**config.mk**
```make
export PLATFORM = sky130hd
export DESIGN_NAME = psrc_top
export DESIGN_NICKNAME = d
export VERILOG_FILES = /design/src/psrc_pkg.sv /design/src/psrc_ctl_reg.sv /design/src/psrc_rst_out.sv /design/src/psrc_top.sv
export SDC_FILE = /design/constraint.sdc
export NUM_CORES = 1
export LEC_CHECK = 0
export ABC_AREA = 1
export BUFFER_PORTS_ARGS = -buffer_cell sky130_fd_sc_hd__buf_2
export CAP_MARGIN = 20
export CORE_MARGIN = 1.5
export CORE_UTILIZATION = 30
export CTS_CLUSTER_DIAMETER = 60
export DETAILED_ROUTE_END_ITERATION = 10
export SYNTH_ARGS = -nofsm -noshare
export SYNTH_HDL_FRONTEND = slang
export SYNTH_SLANG_ARGS = --single-unit
```
**constraint.sdc**
```tcl
create_clock -name I_CORE_CLK -period 1.1 [get_ports I_CORE_CLK]
set_input_delay 0.055 -clock I_CORE_CLK [delete_from_list [all_inputs] [get_ports I_CORE_CLK]]
set_output_delay 0.055 -clock I_CORE_CLK [all_outputs]
set_load 0.01 [all_outputs]
```
**src/psrc_pkg.sv**
```systemverilog
// Package: offsets, field layouts and reset values of the reset controls
package psrc_pkg;
    localparam logic [11:0] RST_CTL_B_OFFSET = 12'h044;
    localparam logic [11:0] RST_CTL_C_OFFSET = 12'h048;
    localparam logic [11:0] CAP_MASK_B_OFFSET = 12'h010;
    localparam logic [11:0] CAP_MASK_D_OFFSET = 12'h01C;
    localparam logic [31:0] RST_CTL_B_RESET = 32'h0000_0000;
    localparam logic [31:0] RST_CTL_C_RESET = 32'h0000_0000;
    localparam logic [31:0] RST_CTL_B_IMPL = 32'h030F_5037;
    localparam logic [31:0] RST_CTL_C_IMPL = 32'h0001_20FF;
    localparam logic [31:0] CAP_MASK_B_DEFAULT = 32'h030F_5037;
    localparam logic [31:0] CAP_MASK_D_DEFAULT = 32'h0001_20FF;
    localparam int CMP_LSB = 24;
    localparam int TMR_LSB = 16;
    localparam int TW0_BIT = 12;
    localparam int TW1_BIT = 14;
    localparam int SSI_LSB = 4;
    localparam int ASY_LSB = 0;
    localparam int USB_BIT = 16;
    localparam int DMA_BIT = 13;
    localparam int PORT_LSB = 0;
    localparam int NUM_PORTS = 8;
    localparam logic [1:0] HTRANS_NONSEQ = 2'h2;
    localparam logic [1:0] HTRANS_SEQ = 2'h3;
    localparam logic [2:0] HSIZE_WORD = 3'h2;
endpackage

```
**src/psrc_ctl_reg.sv**
```systemverilog
// Masked reset control register with read-only unused bits
`timescale 1ns/1ps
`default_nettype none
module psrc_ctl_reg #(
    parameter logic [31:0] IMPL  = 32'h0000_0000,
    parameter logic [31:0] RST_V = 32'h0000_0000
) (
    input  wire logic        i_clk,
    input  wire logic        i_rst_n,
    input  wire logic        i_we,
    input  wire logic [31:0] i_wdata,
    input  wire logic [31:0] i_cap_mask,
    output logic      [31:0] o_value
);
    logic [31:0] value_r;
    logic [31:0] value_nxt;
    logic [31:0] wmask;

    // Only present peripherals and implemented positions take a write
    assign wmask = i_cap_mask & IMPL;
    assign value_nxt = (value_r & ~wmask) | (i_wdata & wmask);

    // Controls clear on system reset
    always_ff @(posedge i_clk) begin
        if (!i_rst_n) begin
            value_r <= RST_V;
        end else if (i_we) begin
            value_r <= value_nxt;
        end
    end

    // Unused positions can never hold a one, so read as zero
    assign o_value = value_r & IMPL;
endmodule
`default_nettype wire

```
**src/psrc_rst_out.sv**
```systemverilog
// Registered fan-out of one control register onto peripheral resets
`timescale 1ns/1ps
`default_nettype none
module psrc_rst_out (
    input  wire logic        i_clk,
    input  wire logic        i_rst_n,
    input  wire logic [31:0] i_value,
    output logic      [31:0] o_rst
);
    // Registered so reset lines are glitch free
    always_ff @(posedge i_clk) begin
        if (!i_rst_n) begin
            o_rst <= 32'h0000_0000;
        end else begin
            o_rst <= i_value;
        end
    end
endmodule
`default_nettype wire

```
**src/psrc_top.sv**
```systemverilog
// Peripheral soft reset controls behind an AHB-Lite slave
//
// Chosen here: the AHB-Lite slave port.
`timescale 1ns/1ps
`default_nettype none
// Functional notes
// - Writes to control B are masked by capability mask B.
// - Writes to control C are masked by capability mask D.
// - Control B bits 25 and 24 reset comparators one and zero.
// - Control B bits 19 down to 16 reset timers three through zero.
// - Control B: two-wire 14,12; sync serial 5,4; async serial 2-0.
// - Control C bit 16 resets USB, bit 13 resets DMA engine.
// - Control C bits 7 down to 0 reset ports H through A.
// - Unused bits read zero, ignore writes; software preserves them.
module psrc_top #(
    parameter logic [31:0] CAP_B = psrc_pkg::CAP_MASK_B_DEFAULT,
    parameter logic [31:0] CAP_D = psrc_pkg::CAP_MASK_D_DEFAULT
) (
    input  wire logic        I_CORE_CLK,
    input  wire logic        I_RST_N,
    input  wire logic        I_HSEL,
    input  wire logic [11:0] I_HADDR,
    input  wire logic [1:0]  I_HTRANS,
    input  wire logic        I_HWRITE,
    input  wire logic [2:0]  I_HSIZE,
    input  wire logic [31:0] I_HWDATA,
    input  wire logic        I_HREADY,
    output logic      [31:0] O_HRDATA,
    output logic             O_HREADYOUT,
    output logic             O_HRESP,
    output logic             O_COMPARATOR_ZERO_RST,
    output logic             O_COMPARATOR_ONE_RST,
    output logic      [3:0]  O_GP_TMR_RST,
    output logic             O_TWO_WIRE_ZERO_RST,
    output logic             O_TWO_WIRE_ONE_RST,
    output logic             O_SYNC_SERIAL_ZERO_RST,
    output logic             O_SYNC_SERIAL_ONE_RST,
    output logic      [2:0]  O_ASYNC_SERIAL_RST,
    output logic             O_USB_UNIT_RST,
    output logic             O_DMA_ENGINE_RST,
    output logic      [7:0]  O_PORT_RST
);
    logic        wr_pend_r;
    logic [11:0] addr_r;
    logic        addr_phase;
    logic        we_b;
    logic        we_c;
    logic [31:0] ctl_b;
    logic [31:0] ctl_c;
    logic [31:0] rst_b;
    logic [31:0] rst_c;
    logic [31:0] rdata_nxt;

    // Whole-word transfer accepted in address phase
    assign addr_phase = I_HSEL && I_HREADY && I_HTRANS[1]
                        && (I_HSIZE == psrc_pkg::HSIZE_WORD);

    // Capture write address; data arrives one cycle later
    always_ff @(posedge I_CORE_CLK) begin
        if (!I_RST_N) begin
            wr_pend_r <= 1'b0;
            addr_r    <= 12'h000;
        end else begin
            wr_pend_r <= addr_phase && I_HWRITE;
            addr_r    <= I_HADDR;
        end
    end

    assign we_b = wr_pend_r && (addr_r == psrc_pkg::RST_CTL_B_OFFSET);
    assign we_c = wr_pend_r && (addr_r == psrc_pkg::RST_CTL_C_OFFSET);

    // Control B gated by capability mask B
    psrc_ctl_reg #(
        .IMPL  (psrc_pkg::RST_CTL_B_IMPL),
        .RST_V (psrc_pkg::RST_CTL_B_RESET)
    ) u_ctl_b (
        .i_clk      (I_CORE_CLK),
        .i_rst_n    (I_RST_N),
        .i_we       (we_b),
        .i_wdata    (I_HWDATA),
        .i_cap_mask (CAP_B),
        .o_value    (ctl_b)
    );

    // Control C gated by capability mask D
    psrc_ctl_reg #(
        .IMPL  (psrc_pkg::RST_CTL_C_IMPL),
        .RST_V (psrc_pkg::RST_CTL_C_RESET)
    ) u_ctl_c (
        .i_clk      (I_CORE_CLK),
        .i_rst_n    (I_RST_N),
        .i_we       (we_c),
        .i_wdata    (I_HWDATA),
        .i_cap_mask (CAP_D),
        .o_value    (ctl_c)
    );

    // Read mux; mask addresses read CAP_B and CAP_D, unmapped addresses read zero
    always_comb begin
        rdata_nxt = 32'h0000_0000;
        if (I_HADDR == psrc_pkg::RST_CTL_B_OFFSET) begin
            rdata_nxt = ctl_b;
        end else if (I_HADDR == psrc_pkg::RST_CTL_C_OFFSET) begin
            rdata_nxt = ctl_c;
        end else if (I_HADDR == psrc_pkg::CAP_MASK_B_OFFSET) begin
            rdata_nxt = CAP_B;
        end else if (I_HADDR == psrc_pkg::CAP_MASK_D_OFFSET) begin
            rdata_nxt = CAP_D;
        end
    end

    // Read data registered in address phase, stands in data phase
    always_ff @(posedge I_CORE_CLK) begin
        if (!I_RST_N) begin
            O_HRDATA <= 32'h0000_0000;
        end else if (addr_phase && !I_HWRITE) begin
            O_HRDATA <= rdata_nxt;
        end
    end

    // Zero wait states, always OKAY
    assign O_HREADYOUT = 1'b1;
    assign O_HRESP     = 1'b0;

    // Registered reset lines, one cycle after the control changes
    psrc_rst_out u_out_b (
        .i_clk   (I_CORE_CLK),
        .i_rst_n (I_RST_N),
        .i_value (ctl_b),
        .o_rst   (rst_b)
    );

    psrc_rst_out u_out_c (
        .i_clk   (I_CORE_CLK),
        .i_rst_n (I_RST_N),
        .i_value (ctl_c),
        .o_rst   (rst_c)
    );

    // Peripheral reset mapping of control B
    assign O_COMPARATOR_ZERO_RST  = rst_b[psrc_pkg::CMP_LSB];
    assign O_COMPARATOR_ONE_RST   = rst_b[psrc_pkg::CMP_LSB + 1];
    assign O_GP_TMR_RST           = rst_b[psrc_pkg::TMR_LSB +: 4];
    assign O_TWO_WIRE_ZERO_RST    = rst_b[psrc_pkg::TW0_BIT];
    assign O_TWO_WIRE_ONE_RST     = rst_b[psrc_pkg::TW1_BIT];
    assign O_SYNC_SERIAL_ZERO_RST = rst_b[psrc_pkg::SSI_LSB];
    assign O_SYNC_SERIAL_ONE_RST  = rst_b[psrc_pkg::SSI_LSB + 1];
    assign O_ASYNC_SERIAL_RST     = rst_b[psrc_pkg::ASY_LSB +: 3];

    // Peripheral reset mapping of control C
    assign O_USB_UNIT_RST   = rst_c[psrc_pkg::USB_BIT];
    assign O_DMA_ENGINE_RST = rst_c[psrc_pkg::DMA_BIT];
    assign O_PORT_RST       = rst_c[psrc_pkg::PORT_LSB +: 8];
endmodule
`default_nettype wire

```
---- Yosys cells after proc, flatten, opt, wreduce, memory -nomap -nowiden ----
Index checks and enable logic that the tools add are counted.
Widths: inputs -> output; s select.
word-level totals
  bits in registers ....................... 132
  bits of input ports ..................... 54
  output and inout port bits .............. 57
  word-level logic and storage cells ...... 28
cells by class
  equal/unequal tests ..................... 7
  mux-type cells .......................... 4
  bitwise operators ....................... 2
  reduce and logical (&&, ||, !) cells .... 8
operators with widths
  kind                 count
  $mux 26              3
  $eq 12x7->1 const B  4
  $or 32x17->32        1
  $or 32x26->32        1
  $eq 12x5->1 const B  2
  $mux 17              1
  $logic_and 1x1->1    7
  $eq 3x2->1 const B   1
  $logic_not 1->1      1

---- Depth between registers and ports, before layout ----
Gate-level depths: netlist (run 1).
  word-level depth ........................ 5
  gate-level depth with buffers ........... 10
  gate-level depth less buffers ........... 9

---- Modules after synthesis ----
Synthesis (run 1) repeated with hierarchy kept, for this count alone.
second synthesis, totals
  cell total of the unflattened synthesis .. 743
  area, all modules ....................... 5502.8 µm²
by module, submodules not included
  module                   times used  cells an instance  area an instance (µm²)  sequential area each (µm²)
  psrc_top                 1           337                2329.7                  900.9
  psrc_rst_out             2           99                 914.6                   640.6
  psrc_ctl_reg at u_ctl_b  1           113                724.4                   260.2
  psrc_ctl_reg at u_ctl_c  1           95                 619.3                   200.2

---- Least setup slack after synthesis (run 1) ----
Ideal clock, no wire load.
  kind .................................... register to register
  start point ............................. register addr_r[1]
  end point ............................... register u_ctl_c.value_r[0]
  setup time .............................. 113 ps
  data arrival time ....................... 1075 ps
  data required time ...................... 987 ps
  slack ................................... -88 ps
  cell stages (with the launch flop) ...... 7
  buffers on the path ..................... 1
  clock period less this slack ............ 1188 ps
  cells stage by stage .................... dfxtp_1 > or2_1 > nor3_1 > nand2_1 > buf_2 > o21ai_1 > nor2_1
between the ends
  longest elaborated chain between the ends .. 2
ends and longest elaborated chain
  what                    RTL line            RTL
  from (decl)             psrc_top.sv:44      logic [11:0] addr_r;
  from (signal assigned)  psrc_top.sv:62      addr_r <= 12'h000;
  from (signal assigned)  psrc_top.sv:65      addr_r <= I_HADDR;
  $eq 12x7->1             psrc_top.sv:70      assign we_c = wr_pend_r && (addr_r == psrc_pkg::RST_CTL_C_OFFSET);
  $logic_and 1x1->1       psrc_top.sv:70
  to (signal assigned)    psrc_ctl_reg.sv:28  value_r <= value_nxt;
  to (decl)               psrc_ctl_reg.sv:15  logic [31:0] value_r;
Every way passes these cells.
A chain may end at the register's enable or synchronous reset.

---- Final worst setup path (run 1) ----
  start point ............................. register addr_r[5]
  end point ............................... register u_ctl_c.value_r[4]
Same word-level chain as after synthesis.

==> out/results.tsv, run 1 <==
metric	value	unit
CP max FO	7	
Final setup viols	23	
CP arrival	1.50	ns
Final nets	546	
Post-Route Utilization	42.0	%
Core Region	9770	sq um
die width	103	microns
DR iter-0 viols	82	
Worst Skew	0.00509	ns
post-synthesis sequential area ratio	50.5	%
worst min-delay path class	in2reg	
Tmin final	1.24	ns
warnings from Yosys	0	
clock sink count	76	
peak supply drop	0.000448	V
largest family of logic cells by synthesized area	simple AND/OR/NAND/NOR gates	
Final Hold Fails	0	
Compound-Gate Fraction of Synth Area	12.2	%
Sw Share	21.3	%
initial antenna violation count	0	
Skew-Pair Late Insertion Delay	0.36	ns
Overflow after GRT	0	
DRT Wirelength	6.65	mm
I/O pins	111	
Root Buffer	clkbuf_8	
run status	finished with violations	
part of the power in registers	50.6	%
fin. max-slew vios	0	
setup_tns	-2.77	ns
Comb power frac	6.4	%
mux cell area share after synthesis	0	%
Critical Path End Type	register	
failing checks	setup timing	
f_max	808	MHz
Req. time, crit path	1.36	ns
DIE AREA	10700	sq um
number of global-route vias before repair	2373	
H-tree depth	3	
Num CTS Buffers	9	
fillers	995	
Post-Syn Instances	379	
Post-Synth XOR/XNOR Area	0	%
unrepaired setup endpoints after global routing	true	
global-route wire length before repair	10.7	mm
Final Worst Setup Slack	-0.138	ns
Via density	4.11	
LEAKAGE	2.09	nW
synthesized-area fraction occupied by and/or/nand/nor cells	22.8	%
pwr/cell area	1340	nW/um^2
Ant. Diodes	0	
Critical Path Source Type	register	
switching power	1.17	mW
Seq cells post-synth	76	
worst slack, placed	-0.122	ns
Clk pin slew, worst setup/hold paths	0.07	ns
proportion of layout cells with a drive suffix above 1	30.0	%
Rows	36	
flop-to-flop setup slack	-0.14	ns
synthesized area per cell	7.95	sq um
vias after detailed routing	2586	
placer congestion estimate	0.786	
number of routed nets with antenna violations	0	
Syn Std Cell Area	3010	sq um
Final HPWL DP	4.73	mm
Clock Power Share	42.9	%
P&R area growth vs syn	36.1	%
Crit Path Class	reg2reg	
Residual DRC	0	
synth unique cells	30	
CTS tree	done	
routed len/inst	10.6	microns
Vert. Die Dim	103	microns
Bufs on Longest Clock Path	2	
IO buf count	77	
largest net degree at the start of global routing	74	
Starting Density	30.8	%
First-pass DRT Iterations	4	
max_cap viols	0	
cell internal pwr	4.33	mW
GRT Total Usage	13.2	%
Post-CTS Setup Inserts	0	
period utilization	113	%
adder-cell area share of the yosys netlist	0	%
metal layers:
layer	wire length [microns]	GRT usage, %
met1	3010	16.1
met2	3080	20.9
met3	452	5.31
met4	105	5.61
met5	0	0
synth_stat cells:
master,n,area [sq um]
a21oi_1,20,100
a21oi_2,7,61.3
a21oi_4,1,16.3
and2b_4,1,10.0
buf_12,1,20.0
buf_2,3,15.0
buf_4,17,128
bufbuf_8,1,18.8
clkbuf_1,9,33.8
clkinv_1,1,3.75
conb_1,2,7.51
dfxtp_1,76,1520
inv_1,51,191
inv_2,4,15.0
inv_4,1,6.26
nand2_1,63,236
nand2_2,11,68.8
nand2_4,3,33.8
nand3_1,20,100
nand3b_1,2,15.0
nor2_1,39,146
nor2_2,3,18.8
nor2_4,1,11.3
nor2_8,1,20.0
nor3_1,2,10.0
nor3_2,1,10.0
o21ai_0,15,75.1
o21ai_1,21,105
o21ai_2,1,8.76
or2_1,1,6.26
cell type report:
type / instances / area [sq um] / area share [%]
inverters: 57 / 223 / 5.43
multi-input cells: 230 / 1150 / 28.1
clock inverters: 4 / 72.6 / 1.77
clock buffers: 11 / 151 / 3.69
repair buffers: 118 / 813 / 19.8
flip-flops and latches: 76 / 1520 / 37.1
well taps: 133 / 166 / 4.06
logic make-up after synthesis:
logic type,count (synthesis)
flops,76
simple gates,148
compound gates,65
other cells,2
buf+inv,88
power groups by stage:
stage,sequential (mW),clock [mW],combinational [mW]
6_report,2.79,2.36,0.354
5_1_grt,2.79,2.53,0.396
4_1_cts,2.78,2.42,0.351
3_5_place_dp,2.85,0,0.262
3_3_place_gp,2.85,0,0.256
2_1_floorplan,2.85,0,0.191
repair_timing:
action                     CTS  global route
setup endpoints to repair   23            24
hold buffers                31             0
hold endpoints to repair    34             0
resized for setup           11             5
pin swaps                    1             2
cloned                       0             0
worst paths after layout:
path,startpoint,to,cells after the start
worst min-delay path,I_RST_N,u_ctl_c.value_r[6]$_SDFFE_PN0P_,4
worst max register to register,addr_r[5]$_SDFF_PN0_,u_ctl_c.value_r[4]$_SDFFE_PN0P_,7
worst max-delay path,addr_r[5]$_SDFF_PN0_,u_ctl_c.value_r[4]$_SDFFE_PN0P_,7
worst min register to register,u_ctl_c.value_r[13]$_SDFFE_PN0P_,u_out_c.o_rst[13]$_SDFF_PN0_,2
registers in the layout, summed over array words and instances (netlist names):
name             cells
O_HRDATA            17
addr_r              12
u_ctl_b.value_r     13
u_ctl_c.value_r     10
u_out_b.o_rst       13
u_out_c.o_rst       10
wr_pend_r            1
worst max-delay path, stage by stage (launching register included):
cell and delay, ns:
dfxtp_1 0.30, nor2_1 0.10, nand3b_1 0.11, nor2_2 0.18
nand2_1 0.12, buf_6 0.15, o21ai_1 0.13, nor2_1 0.05
per-stage QoR:
step	area [sq um]	total power, mW	std cells	hold WS (ns)
floorplan	3100	3.04	394	0.148
global placement	3530	3.10	584	0.253
detailed placement	3530	3.11	584	0.258
CTS	4090	5.56	630	0.161
global route	4100	5.72	629	0.190
finish	4100	5.50	629	0.174
placed cells by master (no fill, tap or decap), types with 2 or more instances in the layout:
master	netlist	final
a21oi_1	20	20
a21oi_2	7	7
buf_12	1	3
buf_2	3	77
buf_4	17	6
buf_6	0	2
bufinv_16	0	2
clkbuf_8	0	11
clkinv_2	0	2
conb_1	2	17
dfxtp_1	76	76
dlygate4sd3_1	0	30
inv_1	51	51
inv_2	4	3
nand2_1	63	62
nand2_2	11	12
nand2_4	3	3
nand3_1	20	20
nand3b_1	2	2
nor2_1	39	38
nor2_2	3	4
nor3_2	1	3
o21ai_0	15	13
o21ai_1	21	17
o21ai_2	1	7
Power figures use the tool's default switching activity.
==> run 2: changes to the inputs <==
--- a/config.mk
+++ b/config.mk
@@ -5,13 +5,14 @@
 export SDC_FILE = /design/constraint.sdc
 export NUM_CORES = 1
 export LEC_CHECK = 0
-export ABC_AREA = 1
+export ABC_AREA = 0
 export BUFFER_PORTS_ARGS = -buffer_cell sky130_fd_sc_hd__buf_2
 export CAP_MARGIN = 20
 export CORE_MARGIN = 1.5
 export CORE_UTILIZATION = 30
 export CTS_CLUSTER_DIAMETER = 60
 export DETAILED_ROUTE_END_ITERATION = 10
+export RECOVER_POWER = 25
 export SYNTH_ARGS = -nofsm -noshare
 export SYNTH_HDL_FRONTEND = slang
 export SYNTH_SLANG_ARGS = --single-unit
==> out/results.tsv, run 2 <==
metric	value	unit
run status	finished with violations	
failing checks	setup timing	
placer congestion estimate	0.759	
routed len/inst	13.6	microns
Yosys top cell area share	51.7	%
vias after detailed routing	2476	
post-synthesis sequential area ratio	51.7	%
FF/Latch Area	1530	sq um
Critical Path End Type	register	
DIE AREA	10400	sq um
max_cap viols	0	
Post-CTS Setup Inserts	0	
Bufs on Longest Clock Path	2	
Vert. Die Dim	102	microns
asr flop ratio synth	0	%
LEAKAGE	2.06	nW
Crit Path Class	reg2reg	
max incr delay on CP	0.33	ns
warnings from Yosys	0	
Tmin final	1.28	ns
Skew-Pair Late Insertion Delay	0.34	ns
R2R Path Start	addr_r[7]$_SDFF_PN0_	
P&R area growth vs syn	38.0	%
Non-Filler Instances	550	
Largest Register	O_HRDATA	
number of global-route vias before repair	2401	
CTS tree	done	
Post-Syn Instances	295	
Final nets	470	
CP arrival	1.50	ns
proportion of layout cells with a drive suffix above 1	29.7	%
Req. time, crit path	1.33	ns
f_max	783	MHz
area leader, netlist	dfxtp_1	
pwr/cell area	1330	nW/um^2
Num CTS Buffers	9	
Primary FF master, synth	dfxtp_1	
multi-input logic area	1220	sq um
Post-Route Utilization	43.3	%
Final Worst Setup Slack	-0.176	ns
clock sink count	76	
global-route wire length before repair	11.7	mm
die width	102	microns
Post-synth top cells	dfxtp_1, nand2_1, inv_1, mux2i_1, buf_4	
largest net degree at the start of global routing	39	
Root Buffer	clkbuf_8	
worst-path cell chain	nor4bb_4, nand4_1, buf_6, mux2i_1	
flop-to-flop setup slack	-0.18	ns
DRT Wirelength	7.48	mm
cell family with most CP delay	simple AND/OR/NAND/NOR gates	
Core Region	9370	sq um
fin. max-slew vios	0	
synthesized area per cell	9.97	sq um
Seq cells post-synth	76	
GRT Total Usage	14.8	%
Final Hold Fails	0	
placed insts	509	
Via density	4.50	
DR iter-0 viols	111	
CP max FO	13	
Rows	35	
Critical Path Source Type	register	
fillers	975	
period utilization	116	%
Syn Std Cell Area	2940	sq um
Clk pin slew, worst setup/hold paths	0.07	ns
CP max-delay cell	dfxtp_2	
Ant. Diodes	0	
worst min-delay path class	in2reg	
Final HPWL DP	5.30	mm
unrepaired setup endpoints after global routing	true	
initial antenna violation count	0	
synth unique cells	38	
Critical Path Source	addr_r[7]$_SDFF_PN0_	
Worst Skew	0.00878	ns
Starting Density	31.4	%
Overflow after GRT	0	
top-count cell post-synth	dfxtp_1	
CP Buf/Inv Count	1	
H-tree depth	3	
IO buf count	77	
biggest regs	O_HRDATA (17), u_ctl_b.value_r (13), u_out_b.o_rst (13)	
hold wc startpoint	I_HADDR[3]	
number of routed nets with antenna violations	0	
largest cells by area after synthesis	dfxtp_1, mux2i_1, nand2_1	
post-layout total power	5.38	mW
most frequent cells in the layout	dfxtp_1, buf_2, nand2_1	
Residual DRC	0	
First-pass DRT Iterations	4	
peak supply drop	0.000697	V
max FFs per register	17	
number of synthesized flops with an enable pin	0	
setup_tns	-3.28	ns
Final setup viols	23	
I/O pins	111	
==> run 2: changes by cell type after synthesis, moves of 14 or more <==
cell | previous run | this run
a21oi_1 | 20 | 0
nand2_1 | 63 | 40
mux2i_1 | 0 | 23
nand3_1 | 20 | 0
o21ai_1 | 21 | 0
o21ai_0 | 15 | 1
nor2_1 | 39 | 1
inv_1 | 51 | 31
==> run 2: worst paths after layout <==
path	cells after the start	to
worst min-delay path	2	addr_r[3]$_SDFF_PN0_
worst max register to register	4	u_ctl_b.value_r[14]$_SDFFE_PN0P_
worst max-delay path	4	u_ctl_b.value_r[14]$_SDFFE_PN0P_
worst min register to register	2	u_out_c.o_rst[0]$_SDFF_PN0_
==> run 2: cell families after synthesis <==
kind of cell,after synthesis,share of synthesized area [%]
simple gates,91,19.1
compound gates,42,11.1
buf+inv,61,10.0
other cells,2,0.255
flops,76,51.7
mux,23,7.83
==> run 2: layout make-up <==
type                    count  share of cell area [%]
well taps                 129                    3.98
multi-input cells         173                    30.1
inverters                  32                    2.96
flip-flops and latches     76                    37.6
clock inverters             4                    1.17
clock buffers              12                    3.82
repair buffers            124                    20.3
==> run 2: timing repair <==
item | in CTS | in global routing
pin swaps | 1 | 2
hold buffers | 25 | 0
setup endpoints to repair | 23 | 23
cloned | 0 | 0
endpoints found under the hold margin | 31 | 0
resized for setup | 8 | 1
==> run 2: layer usage <==
metal	up-vias	track usage [%]	share of wire [%]
met5	-	0	0
met4	0	5.69	1.3
met3	11	4.17	5.2
met2	67	23.8	48
met1	1151	19.0	46
li1	1247	-	-
==> run 2: power breakdown <==
| group | total (mW) | internal, mW | switching, mW |
|---|---|---|---|
| clock network | 2.15 | 1.17 | 0.985 |
| logic | 0.438 | 0.209 | 0.228 |
| registers | 2.79 | 2.78 | 0.0156 |
==> run 2: stage by stage <==
step	setup slack [ns]	hold WS [ns]	cell area (sq um)
finish	-0.176	0.0405	4060
global route	-0.223	0.0368	4060
detailed placement	-0.327	0.304	3570
CTS	-0.187	0.0197	4070
global placement	-0.209	0.306	3570
floorplan	-0.214	0.177	3020
==> run 2: worst register-to-register path: stages, from the launching register on <==
cell,delay (ns)
dfxtp_2,0.33
nor4bb_4,0.31
nand4_1,0.17
buf_6,0.22
mux2i_1,0.14
